File: src/clock_selector_defs.svh
`ifndef CLOCK_SELECTOR_DEFS_SVH
`define CLOCK_SELECTOR_DEFS_SVH

// Selection mode codes
`define MODE_MANUAL 2'h0
`define MODE_AUTO_NONREV 2'h1
`define MODE_AUTO_REV 2'h2
`define MODE_RESERVED 2'h3

// Input pairing codes
`define PAIRING_INDEPENDENT 1'h0
`define PAIRING_PAIRED 1'h1

// Reset values of the outputs and of the held choice
`define ACTIVE_CHOICE_RESET 2'h0
`define ACTIVE_ONEHOT_RESET 4'h1

// Validation code at or above which a switch is hitless
`define VALIDATION_HITLESS_MIN 2'h1

// Lock lost indication length around a switch, in ns, and its cycle count
`define LOCK_LOST_TIME_NS 100
`define CLOCK_PERIOD_NS 10
`define LOCK_LOST_CYCLES ((`LOCK_LOST_TIME_NS + `CLOCK_PERIOD_NS - 1) / `CLOCK_PERIOD_NS)

`endif

File: src/clock_selector_pkg.sv
package clock_selector_pkg;

	// Selector decision states, one-hot
	typedef enum logic [2:0] {
		state_reset_type = 3'h1,
		state_locked_type = 3'h2,
		state_hold_type = 3'h4
	} select_state_type;

endpackage : clock_selector_pkg

File: src/alarm_qualifier.sv
`timescale 1ns/10ps
`include "clock_selector_defs.svh"

module alarm_qualifier #(
	parameter int INPUTS = 4
) (
	input wire logic clk_i,
	input wire logic rst_i,
	input wire logic [INPUTS-1:0] loss_alarm_i,
	input wire logic [INPUTS-1:0] offset_alarm_i,
	input wire logic offset_alarm_enable_i,
	input wire logic input_pairing_config_i,
	output logic [INPUTS-1:0] candidate_bad_o
);

	////////////////////////////////////////////////////////////////////////
	// Per-input qualified alarm
	logic [INPUTS-1:0] qualified; // Loss plus enabled offset alarm

	genvar g;
	generate
		for (g = 0; g < INPUTS; g++) begin : gen_qual
			// Loss always counts, offset only when enabled
			assign qualified[g] = loss_alarm_i[g] | (offset_alarm_i[g] & offset_alarm_enable_i);
		end
	endgenerate

	////////////////////////////////////////////////////////////////////////
	// Candidate badness, registered so the selector sees a clean level
	always_ff @(posedge clk_i or posedge rst_i) begin
		if (rst_i) begin
			candidate_bad_o <= '1;
		end else if (input_pairing_config_i == `PAIRING_PAIRED && INPUTS == 4) begin
			// A pair is bad when either its clock or its frame sync is bad
			candidate_bad_o <= INPUTS'({2'h3, qualified[3] | qualified[1],
				qualified[2] | qualified[0]});
		end else begin
			candidate_bad_o <= qualified;
		end
	end

endmodule : alarm_qualifier

File: src/input_clock_selector.sv
`timescale 1ns/10ps
`include "clock_selector_defs.svh"
// Behaviour
// Pairing config: independent inputs or clock/sync pairs
// Mode 00 selects manually
// Manual code maps to input or pair
// Pin enable picks pins over register
// Manual alarmed input means digital hold
// Automatic modes ignore manual register choice
// 01 non-revertive, 10 revertive, 11 reserved
// Pin enable matters only in manual
// Two-input priority default or inverted
// Highest priority at reset; revertive returns
// Alarm steps down priority, else hold
// Disabled offset alarms cause no switch
// Loss alarms always count
// Non-revertive keeps valid lower input
// Rank fields name input per rank
// Paired uses only first two ranks
// Lock lost may pulse on switching
// Hitless only when validation at least 01
// Qualified alarm is loss or enabled offset
// Reevaluate each cycle, drive choice and hold

module input_clock_selector
	import clock_selector_pkg::*;
#(
	parameter int INPUTS = 4, // 4 or 2
	parameter int LOCK_LOST_LEN = `LOCK_LOST_CYCLES
) (
	input wire logic clk_i,
	input wire logic rst_i,
	input wire logic input_pairing_config_i, // 0 independent, 1 paired
	input wire logic [1:0] selection_mode_i,
	input wire logic [1:0] manual_input_choice_i,
	input wire logic pin_choice_enable_i,
	input wire logic [1:0] clock_choice_pins_i,
	input wire logic priority_order_i, // Two-input: 1 ranks input2 first
	input wire logic [1:0] rank_1_source_i,
	input wire logic [1:0] rank_2_source_i,
	input wire logic [1:0] rank_3_source_i,
	input wire logic [1:0] rank_4_source_i,
	input wire logic [1:0] validation_period_i,
	input wire logic offset_alarm_enable_i,
	input wire logic [INPUTS-1:0] loss_alarm_i,
	input wire logic [INPUTS-1:0] offset_alarm_i,
	output logic [1:0] active_choice_o,
	output logic [INPUTS-1:0] active_onehot_o,
	output logic digital_hold_o,
	output logic switch_pulse_o,
	output logic hitless_o,
	output logic lock_lost_o
);

	////////////////////////////////////////////////////////////////////////
	// Decoding helpers

	// Code to one-hot, used for the one-hot active output
	function automatic logic [3:0] decode_choice(input logic [1:0] code);
		logic [3:0] r;
		r = 4'h0;
		r[code] = 1'b1;
		return r;
	endfunction : decode_choice

	// Whether a code names a usable candidate in the current arrangement
	function automatic logic code_usable(input logic [1:0] code, input logic paired);
		logic ok;
		ok = 1'b1;
		if (paired && code[1]) begin
			ok = 1'b0;
		end
		if (INPUTS == 2 && code[1]) begin
			ok = 1'b0;
		end
		return ok;
	endfunction : code_usable

	////////////////////////////////////////////////////////////////////////
	// Alarm qualification
	logic [INPUTS-1:0] candidate_bad; // Registered per-candidate alarm

	alarm_qualifier #(
		.INPUTS(INPUTS)
	) u_alarm_qualifier (
		.clk_i(clk_i),
		.rst_i(rst_i),
		.loss_alarm_i(loss_alarm_i),
		.offset_alarm_i(offset_alarm_i),
		.offset_alarm_enable_i(offset_alarm_enable_i),
		.input_pairing_config_i(input_pairing_config_i),
		.candidate_bad_o(candidate_bad)
	);

	// Pad to four so all indexing below is uniform
	logic [3:0] bad4;
	assign bad4 = 4'(candidate_bad) | ~4'((1 << INPUTS) - 1);

	logic paired; // Pairing only exists on the four-input variant
	assign paired = (INPUTS == 4) && (input_pairing_config_i == `PAIRING_PAIRED);

	////////////////////////////////////////////////////////////////////////
	// Priority list
	logic [1:0] rank [4]; // Candidate code at each rank
	logic [3:0] rank_used; // Rank takes part in the search

	always_comb begin
		rank[0] = rank_1_source_i;
		rank[1] = rank_2_source_i;
		rank[2] = rank_3_source_i;
		rank[3] = rank_4_source_i;
		rank_used = 4'hf;
		if (INPUTS == 2) begin
			// Two-input variants: a single priority order bit
			rank[0] = priority_order_i ? 2'h1 : 2'h0;
			rank[1] = priority_order_i ? 2'h0 : 2'h1;
			rank_used = 4'h3;
		end else if (paired) begin
			rank_used = 4'h3;
		end
	end

	////////////////////////////////////////////////////////////////////////
	// Manual choice source
	logic [1:0] manual_code; // Pins or register, manual only

	always_comb begin
		// Pin enable consulted here only, so automatic never sees it
		manual_code = pin_choice_enable_i ? clock_choice_pins_i : manual_input_choice_i;
		if (INPUTS == 2) begin
			manual_code = {1'b0, manual_code[0]};
		end
	end

	////////////////////////////////////////////////////////////////////////
	// Automatic search: best valid rank and position of current choice
	logic best_found; // Some ranked candidate is alarm free
	logic [1:0] best_code; // Highest ranked alarm free candidate
	logic [1:0] best_rank;
	logic cur_found; // Current choice appears in the used ranks
	logic [1:0] cur_rank;
	logic lower_found; // Some alarm free candidate ranks below the current one
	logic [1:0] lower_code; // First alarm free candidate below the current rank

	always_comb begin
		best_found = 1'b0;
		best_code = 2'h0;
		best_rank = 2'h0;
		cur_found = 1'b0;
		cur_rank = 2'h3;
		// Walk from lowest to highest so the highest rank wins last
		for (int i = 3; i >= 0; i--) begin
			if (rank_used[i] && code_usable(rank[i], paired)) begin
				if (!bad4[rank[i]]) begin
					best_found = 1'b1;
					best_code = rank[i];
					best_rank = 2'(i);
				end
				if (rank[i] == active_choice_o) begin
					cur_found = 1'b1;
					cur_rank = 2'(i);
				end
			end
		end
		// Second walk: nearest valid rank below the current one
		lower_found = 1'b0;
		lower_code = 2'h0;
		for (int i = 3; i >= 0; i--) begin
			if (rank_used[i] && code_usable(rank[i], paired) && (2'(i) > cur_rank)) begin
				if (!bad4[rank[i]]) begin
					lower_found = 1'b1;
					lower_code = rank[i];
				end
			end
		end
	end

	////////////////////////////////////////////////////////////////////////
	// Next decision
	logic [1:0] next_choice;
	logic next_hold;
	logic auto_mode;
	select_state_type state;

	assign auto_mode = (selection_mode_i == `MODE_AUTO_NONREV) ||
		(selection_mode_i == `MODE_AUTO_REV);

	always_comb begin
		next_choice = active_choice_o;
		next_hold = digital_hold_o;
		if (state == state_reset_type) begin
			// In automatic modes the first decision after reset still sees every input alarmed, so it holds on the highest ranked input
			next_choice = best_found ? best_code : rank[0];
			next_hold = !best_found;
			if (!auto_mode) begin
				next_choice = manual_code;
				next_hold = bad4[manual_code] || !code_usable(manual_code, paired);
			end
		end else if (selection_mode_i == `MODE_MANUAL) begin
			// Manual: never hunt for another input, hold instead
			next_choice = manual_code;
			next_hold = bad4[manual_code] || !code_usable(manual_code, paired);
		end else if (auto_mode) begin
			// Manual register ignored in this branch entirely
			if (!best_found) begin
				next_hold = 1'b1;
			end else if (selection_mode_i == `MODE_AUTO_REV) begin
				next_choice = best_code;
				next_hold = 1'b0;
			end else if (digital_hold_o || !cur_found) begin
				// Leaving hold or an unranked input: take the best valid one
				next_choice = best_code;
				next_hold = 1'b0;
			end else if (bad4[active_choice_o]) begin
				// Current lost: step down to next valid rank, else best valid
				next_choice = lower_found ? lower_code : best_code;
				next_hold = 1'b0;
			end else begin
				// Non-revertive: keep a still valid input
				next_choice = active_choice_o;
				next_hold = 1'b0;
			end
		end
		// Reserved mode code keeps the present decision; only the first decision after reset follows the manual code
	end

	////////////////////////////////////////////////////////////////////////
	// State, evaluated every cycle
	always_ff @(posedge clk_i or posedge rst_i) begin
		if (rst_i) begin
			state <= state_reset_type;
		end else begin
			unique case (state)
				state_reset_type: state <= next_hold ? state_hold_type : state_locked_type;
				state_locked_type: state <= next_hold ? state_hold_type : state_locked_type;
				state_hold_type: state <= next_hold ? state_hold_type : state_locked_type;
			endcase
		end
	end

	// Registered decision outputs
	always_ff @(posedge clk_i or posedge rst_i) begin
		if (rst_i) begin
			active_choice_o <= `ACTIVE_CHOICE_RESET;
			active_onehot_o <= INPUTS'(`ACTIVE_ONEHOT_RESET);
			digital_hold_o <= 1'b0;
		end else begin
			active_choice_o <= next_choice;
			active_onehot_o <= next_hold ? '0 : INPUTS'(decode_choice(next_choice));
			digital_hold_o <= next_hold;
		end
	end

	////////////////////////////////////////////////////////////////////////
	// Switch event, hitless flag and lock lost window
	logic switching;
	logic [$clog2(LOCK_LOST_LEN+1)-1:0] lock_lost_count;

	// A switch is a change of active input, or a return from hold, while not holding
	assign switching = (state != state_reset_type) && !next_hold &&
		(digital_hold_o || next_choice != active_choice_o);

	always_ff @(posedge clk_i or posedge rst_i) begin
		if (rst_i) begin
			switch_pulse_o <= 1'b0;
			hitless_o <= 1'b0;
		end else begin
			switch_pulse_o <= switching;
			if (switching) begin
				hitless_o <= validation_period_i >= `VALIDATION_HITLESS_MIN;
			end
		end
	end

	// Lock lost is only a hint here; the loop detector owns the real status
	always_ff @(posedge clk_i or posedge rst_i) begin
		if (rst_i) begin
			lock_lost_count <= '0;
			lock_lost_o <= 1'b0;
		end else if (switching && validation_period_i < `VALIDATION_HITLESS_MIN) begin
			lock_lost_count <= ($clog2(LOCK_LOST_LEN+1))'(LOCK_LOST_LEN);
			lock_lost_o <= 1'b1;
		end else if (lock_lost_count != '0) begin
			lock_lost_count <= lock_lost_count - 1'b1;
			lock_lost_o <= (lock_lost_count != 1);
		end else begin
			lock_lost_o <= 1'b0;
		end
	end

endmodule : input_clock_selector

File: config.mk
export PLATFORM = sky130hd
export DESIGN_NAME = input_clock_selector
export DESIGN_NICKNAME = d
export VERILOG_FILES = /design/src/clock_selector_pkg.sv /design/src/alarm_qualifier.sv /design/src/input_clock_selector.sv
export VERILOG_INCLUDE_DIRS = /design/src
export SDC_FILE = /design/constraint.sdc
export NUM_CORES = 1
export LEC_CHECK = 0
export ABC_AREA = 1
export BUFFER_PORTS_ARGS = -buffer_cell sky130_fd_sc_hd__buf_2
export CAP_MARGIN = 15
export CORE_MARGIN = 5
export CORE_UTILIZATION = 58
export CTS_CLUSTER_DIAMETER = 120
export DETAILED_ROUTE_END_ITERATION = 6
export PLACE_DENSITY = 0.85
export SLEW_MARGIN = 10
export SYNTH_ARGS = -nofsm -noshare
export SYNTH_HDL_FRONTEND = slang
export SYNTH_HIERARCHICAL = 1
export SYNTH_SLANG_ARGS = --single-unit
File: constraint.sdc
create_clock -name clk_i -period 3.2 [get_ports clk_i]
set_input_delay 0.48 -clock clk_i [delete_from_list [all_inputs] [get_ports clk_i]]
set_output_delay 0.48 -clock clk_i [all_outputs]
set_load 0.05 [all_outputs]
# After elaboration in Yosys (flattened, before gate mapping)
# Cells that the tools add are included.
# word_totals
ff_bits	21
inputBits	30
out_inout_bits	10
word_cells	169
# op_classes
n_addsub	1
n_lt_le_gt_ge	14
n_eq_ne	12
mux	92
bitwise_logic	10
n_reduce_logical	31
# ops
operator	n
2-to-1 mux 2 bit	30
2-to-1 mux 1 bit	48
less-than comparator 2 x 3 -> 1 bit, second input constant	7
2-to-1 mux 4 bit	5
logical AND 1 bit	17
binary-select mux 1 bit (select 2 bit)	6
== test 2 bit	4
2-to-1 mux 3 bit	2
bitwise OR 1 bit	6
zero test 1 bit	5
logical OR 1 bit	5
AND 1 bit	4
>= comparator 2 x 1 -> 1 bit, second input constant	2
> comparator 1 x 2 -> 1 bit, first input constant	2
> comparator 2 bit, first input constant	2
inequality test 4 x 1 -> 1 bit, second input constant	1
nonzero test 4 bit	1
subtractor 4 x 1 -> 4 bit, second input constant	1
== test 3 x 1 -> 1 bit, second input constant	1
== test 3 x 2 -> 1 bit, second input constant	1
== test 3 bit, second input constant	1
inequality test 3 x 1 -> 1 bit, second input constant	1
OR reduction 3 bit	1
demux 1 bit (select 2 bit)	1
other kinds (6)	6

# Depth between registers and ports, before layout
# logic_depth
ltp_word	30
mapped_depth	24
ltp_nobuf	24

# Hierarchy
# The synthesis kept the hierarchy.
# modules_own_cells
module	instances	cells_each	area_each_um2	seq_area_each_um2
input_clock_selector	1	246	1554.0	402.9
alarm_qualifier	1	20	170.2	105.1

# Least setup slack after synthesis
# Ideal clock, no wire load.
# synth_timing
kind	register -> register
startpoint	register active_choice_o[0]
endpoint	register lock_lost_count[0]
setup_ns	0.113
arrival_ns	2.235
t_required_ns	3.087
path_slack_ns	0.852
path_stages_with_launch	22
path_buffers	1
synth_period_minus_slack_ns	2.348
path_cell_list	dfrtp_1 buf_4 xnor2_1 nand2_2 nand2_2 nand2_2 a21oi_2 nor2_2 nand2_1 nand3_1 nand2_1 nand2_1 nand2_1 nand2_1 nand2_2 nand2_4 nand2_2 nand2_2 nand3_4 nand3_4 nand2_1 inv_1
# synth_between
elab_chain_cells	29
elab_cells_between_ends	58
cone_classes	4 x order compare; 5 x eq/ne; 39 x mux; 10 x reduce/logical
# synth_rtl
element	line_no	source
start: declaration	input_clock_selector.sv:47	output logic [1:0] active_choice_o,
start signal: assignment	input_clock_selector.sv:244	active_choice_o <= `ACTIVE_CHOICE_RESET;
start signal: assignment	input_clock_selector.sv:248	active_choice_o <= next_choice;
== test 2 bit	input_clock_selector.sv:159	if (rank[i] == active_choice_o) begin
2-to-1 mux 1 bit	input_clock_selector.sv:159	
2-to-1 mux 1 bit	input_clock_selector.sv:153	if (rank_used[i] && code_usable(rank[i], paired)) begin
2-to-1 mux 2 bit	input_clock_selector.sv:159	
2-to-1 mux 2 bit	input_clock_selector.sv:153	
2-to-1 mux 2 bit	input_clock_selector.sv:159	
2-to-1 mux 2 bit	input_clock_selector.sv:153	
> comparator 2 bit	input_clock_selector.sv:169	if (rank_used[i] && code_usable(rank[i], paired) && (2'(i) > cur_rank)) begin
[... 14 more ...]	--	
2-to-1 mux 2 bit *	input_clock_selector.sv:199	end else if (selection_mode_i == `MODE_MANUAL) begin
2-to-1 mux 2 bit *	input_clock_selector.sv:191	if (state == state_reset_type) begin
net next_choice[1]	input_clock_selector.sv:180	logic [1:0] next_choice;
inequality test 2 bit *	input_clock_selector.sv:261	(digital_hold_o || next_choice != active_choice_o);
logical OR 1 bit *	input_clock_selector.sv:261	
logical AND 1 bit *	input_clock_selector.sv:260	assign switching = (state != state_reset_type) && !next_hold &&
logical AND 1 bit (no source line) *	--	
2-to-1 mux 4 bit or nonzero test 2 bit (tied branches)	--	
end signal: assignment	input_clock_selector.sv:281	lock_lost_count <= ($clog2(LOCK_LOST_LEN+1))'(LOCK_LOST_LEN);
end signal: assignment	input_clock_selector.sv:284	lock_lost_count <= lock_lost_count - 1'b1;
end: declaration	input_clock_selector.sv:257	logic [$clog2(LOCK_LOST_LEN+1)-1:0] lock_lost_count;
# The timed path passes the listed nets; every way through them passes the cells marked *. The select of a mux whose other input is x is not followed.
# A chain may end at the register's enable or synchronous reset.

# Worst setup path in the final report
# layout_timing
startpoint	register active_choice_o[0]
endpoint	register lock_lost_count[2]
# layout_between
elab_chain_cells	29
elab_cells_between_ends	58
cone_classes	4 x order compare; 5 x eq/ne; 39 x mux; 10 x reduce/logical
# layout_rtl
element	line_no
== test 2 bit	input_clock_selector.sv:159
2-to-1 mux 1 bit	input_clock_selector.sv:159
2-to-1 mux 1 bit	input_clock_selector.sv:153
2-to-1 mux 2 bit	input_clock_selector.sv:159
2-to-1 mux 2 bit	input_clock_selector.sv:153
2-to-1 mux 2 bit	input_clock_selector.sv:159
2-to-1 mux 2 bit	input_clock_selector.sv:153
> comparator 2 bit	input_clock_selector.sv:169
[... 14 more ...]	--
2-to-1 mux 2 bit *	input_clock_selector.sv:199
2-to-1 mux 2 bit *	input_clock_selector.sv:191
net next_choice[0]	input_clock_selector.sv:180
inequality test 2 bit *	input_clock_selector.sv:261
logical OR 1 bit *	input_clock_selector.sv:261
logical AND 1 bit *	input_clock_selector.sv:260
logical AND 1 bit (no source line) *	--
2-to-1 mux 4 bit or nonzero test 2 bit (tied branches)	--
# Marked as above.

==> impl_metrics.tcl <==
set metrics [dict create \
    post_cts_buffers 0 \
    yosys_warnings 6 \
    routed_via_density 5.297 \
    dr.pass1.iters 4 \
    cp.required_ns 3.41 \
    fp-row-count 19 \
    synth_common_cells "89 x nand2_1, 36 x inv_1, 21 x nor2_1" \
    place_congestion 0.9789 \
    cp_top_family "simple AND/OR/NAND/NOR gates" \
    cts.sinks 20 \
    synth_top_area_frac 0.2032 \
    startpoint_type "flip-flop" \
    fin_nets 342 \
    hpwl_mm 3.430 \
    gr-total-overflow 0 \
    grt_use_total 0.2190 \
    critPathSlowestCell "dfrtp_1" \
    cp_max_fo 12 \
    grt_pass1_vias 1633 \
    fp.dieH_um 64.52 \
    cts_buffers 3 \
    critPathCaptureType "flip-flop" \
    worstPathArrival_ns 2.72 \
    cts_tree "done" \
    clk_pin_slew_ns 0.12 \
    crit_buf_inv 1 \
    cts.repair.resized 0 \
    dominantRegCellSynth "dfrtp_1" \
    die_area_um2 4163 \
    core_area_um2 2805 \
    synth_nets 301 \
    synthCells 266 \
    cpMostUsedCell "nand2_1" \
    cts_max_level 1 \
    antenna_cells 0 \
    drt_wl_total_mm 4.246 \
    ys_types 32 \
    rsz0062_at_grt "false" \
    fillers 255 \
    synth_area_leader_cell "dfrtp_1" \
    io_pins 40 \
    grt_pass1_wl_mm 7.341 \
    slowest_delay_ns 0.69 \
    syn_area_um2 1724 \
    slew_viol_final 0 \
    antenna_left 0 \
    cts_max_path_buffers 2 \
    yosysSeqAreaShare 0.2946 \
    ys_top_cells_by_area "dfrtp_1 20%, nand2_1 19%, dfstp_2 9.1%, inv_1 7.8%, nand3_1 5.8%" \
    clockRootBuffer "clkbuf_4" \
    dieWidth_um 64.52 \
    dp_slack_ns 0.6386 \
    wl_per_cell_um 12.60 \
    hp-class "input pin to asynchronous set/reset pin" \
    cts_hold_buf 0 \
    worst-setup-path-type "flip-flop to flip-flop" \
    io_buffers 38 \
    final.min_clock_period_ns 2.513 \
    drc_errors 0 \
    grt_start_max_net_pins 17 \
    r2r_setup_slack_ns 0.69 \
    place_area_um2 1938 \
    skew_ns 0.01064 \
    max-vdd-ir-drop_mv 0.5679 \
    timing.fmax_mhz 397.9 \
    p_per_area_nw_per_um2 708.2 \
    cap_viol_max_count 0 \
    via_count 1785 \
    leakagePower_uw 0.001166 \
    antenna_found_initial 0 \
    synth_edf_count 0 \
    timing.slew.headroom 0.5989 \
    area_delta_synth_final_pct 15.46 \
    setup_violations 0 \
    drive_gt1_frac 0.2680 \
    first_iter_violations 102 \
    ys_ff_latch 20 \
    clock_latency_ns 0.31 \
    initial_core_util 0.6146 \
    crit_chain "xnor2_1, nand3_1, nand2_2, nand3_2, nand2_2, nand2_1, nand2_1, nand2_1, nand3_1, nand2_1, nand2_1, nand2_1, nand2_1, nand2_1, nand2_2, nand2_1, nand3_4, nand3_4, nand2_1, inv_1" \
    fin_area_um2 1991 \
    setup_ws_ns 0.6865 \
    syn_area_per_cell_um2 6.482 \
    fin_crit_sh 0.7855 \
    status "finished clean" \
    async_flop_share 1.000 \
    hold_viol_final 0 \
    synth_most_common_cell "nand2_1" \
    tightest_slew_ns 0.6010 \
    fin_tns_setup_ns 0 \
]
[layout by cell type (no fill, tap or decap), types with 2 or more instances in the layout]
master,n
a21oi_1,12
a21oi_2,2
buf_2,38
clkbuf_4,3
dfrtp_1,14
dfstp_2,6
ha_1,5
inv_1,36
inv_2,9
nand2_1,89
nand2_2,9
nand3_1,20
nand3_2,3
nand3_4,2
nand3b_1,2
nand4_1,2
nor2_1,21
nor2_2,2
o21ai_0,9
o21ai_2,2
o221ai_1,2
or2_2,2
xnor2_1,4
xor2_1,2
[worst register-to-register path: stages (launching register included)]
cell	delay, ns
dfrtp_1	0.69
xnor2_1	0.21
nand3_1	0.12
nand2_2	0.14
nand3_2	0.12
nand2_2	0.09
nand2_1	0.05
nand2_1	0.06
nand2_1	0.05
nand3_1	0.06
nand2_1	0.05
nand2_1	0.05
nand2_1	0.04
nand2_1	0.05
nand2_1	0.10
nand2_2	0.10
nand2_1	0.09
nand3_4	0.11
nand3_4	0.10
nand2_1	0.09
inv_1	0.04
[state kept, by name, summed over array words and instances, names as in the netlist]
name / count
lock_lost_count: 4
digital_hold_o: 1
switch_pulse_o: 1
lock_lost_o: 1
state: 2
active_onehot_o: 4
hitless_o: 1
u_alarm_qualifier/candidate_bad_o: 4
active_choice_o: 2
[stage by stage]
| step | utilization | instances | hold slack (ns) | power [µW] |
|---|---|---|---|---|
| floorplan | - | 266 | 0.3923 | 1032 |
| global placement | 0.6909 | 333 | 0.4543 | 1174 |
| detailed placement | 0.6909 | 333 | 0.4898 | 1203 |
| CTS | 0.7096 | 337 | 0.2296 | 1414 |
| global route | 0.7096 | 337 | 0.2644 | 1536 |
| finish | 0.7096 | 337 | 0.2288 | 1410 |
[worst paths after layout]
path                                               from                                        endpoint  depth (start not counted)
min                                               rst_i                    active_onehot_o[3]$_DFF_PP0_                          2
max in group asynchronous                         rst_i                  lock_lost_count[2]$_DFFE_PP0P_                          2
max reg2reg                active_choice_o[0]$_DFF_PP0_                  lock_lost_count[2]$_DFFE_PP0P_                         20
max                        active_choice_o[0]$_DFF_PP0_                  lock_lost_count[2]$_DFFE_PP0P_                         20
min reg2reg                       hitless_o$_DFFE_PP0P_                           hitless_o$_DFFE_PP0P_                          2
min in group clk_i                      loss_alarm_i[0]  u_alarm_qualifier/candidate_bad_o[0]$_DFF_PP1_                          3
[report_power, final]
group          switching (µW)  total, µW  leakage, µW  internal [µW]
combinational             539        788     0.000907            249
sequential               80.8        416     0.000231            335
clock                    79.2        206    0.0000279            127
total                     699       1410      0.00117            711
[final cells by class]
cell class	count	area, µm²	share of cell area
multi-input combinational	199	1032	0.5185
clock buffer	3	22.52	0.01131
sequential	20	508.0	0.2552
timing repair buffer	38	190.2	0.09554
inverter	45	168.9	0.08485
clock inverter	1	30.03	0.01508
tap	31	38.79	0.01948
[layer usage]
metal	track usage	up-vias	part of all wire
li1	-	915	-
met1	0.3002	793	0.44
met2	0.3570	73	0.46
met3	0.05181	4	0.096
met4	0.03958	0	0.0059
met5	0	-	0
[kinds of logic (layout without fill, tap and decap cells)]
| group | after synthesis | in the layout | synth area share |
|---|---|---|---|
| xor+xnor | 6 | 6 | 0.03048 |
| fa+ha+maj | 5 | 5 | 0.03628 |
| flops | 20 | 20 | 0.2946 |
| simple gates | 154 | 154 | 0.4078 |
| buf+inv | 47 | 87 | 0.1067 |
| compound gates | 33 | 33 | 0.1219 |
| other cells | 1 | 1 | 0.002175 |
No activity file was read; power rests on OpenSTA's default activity.
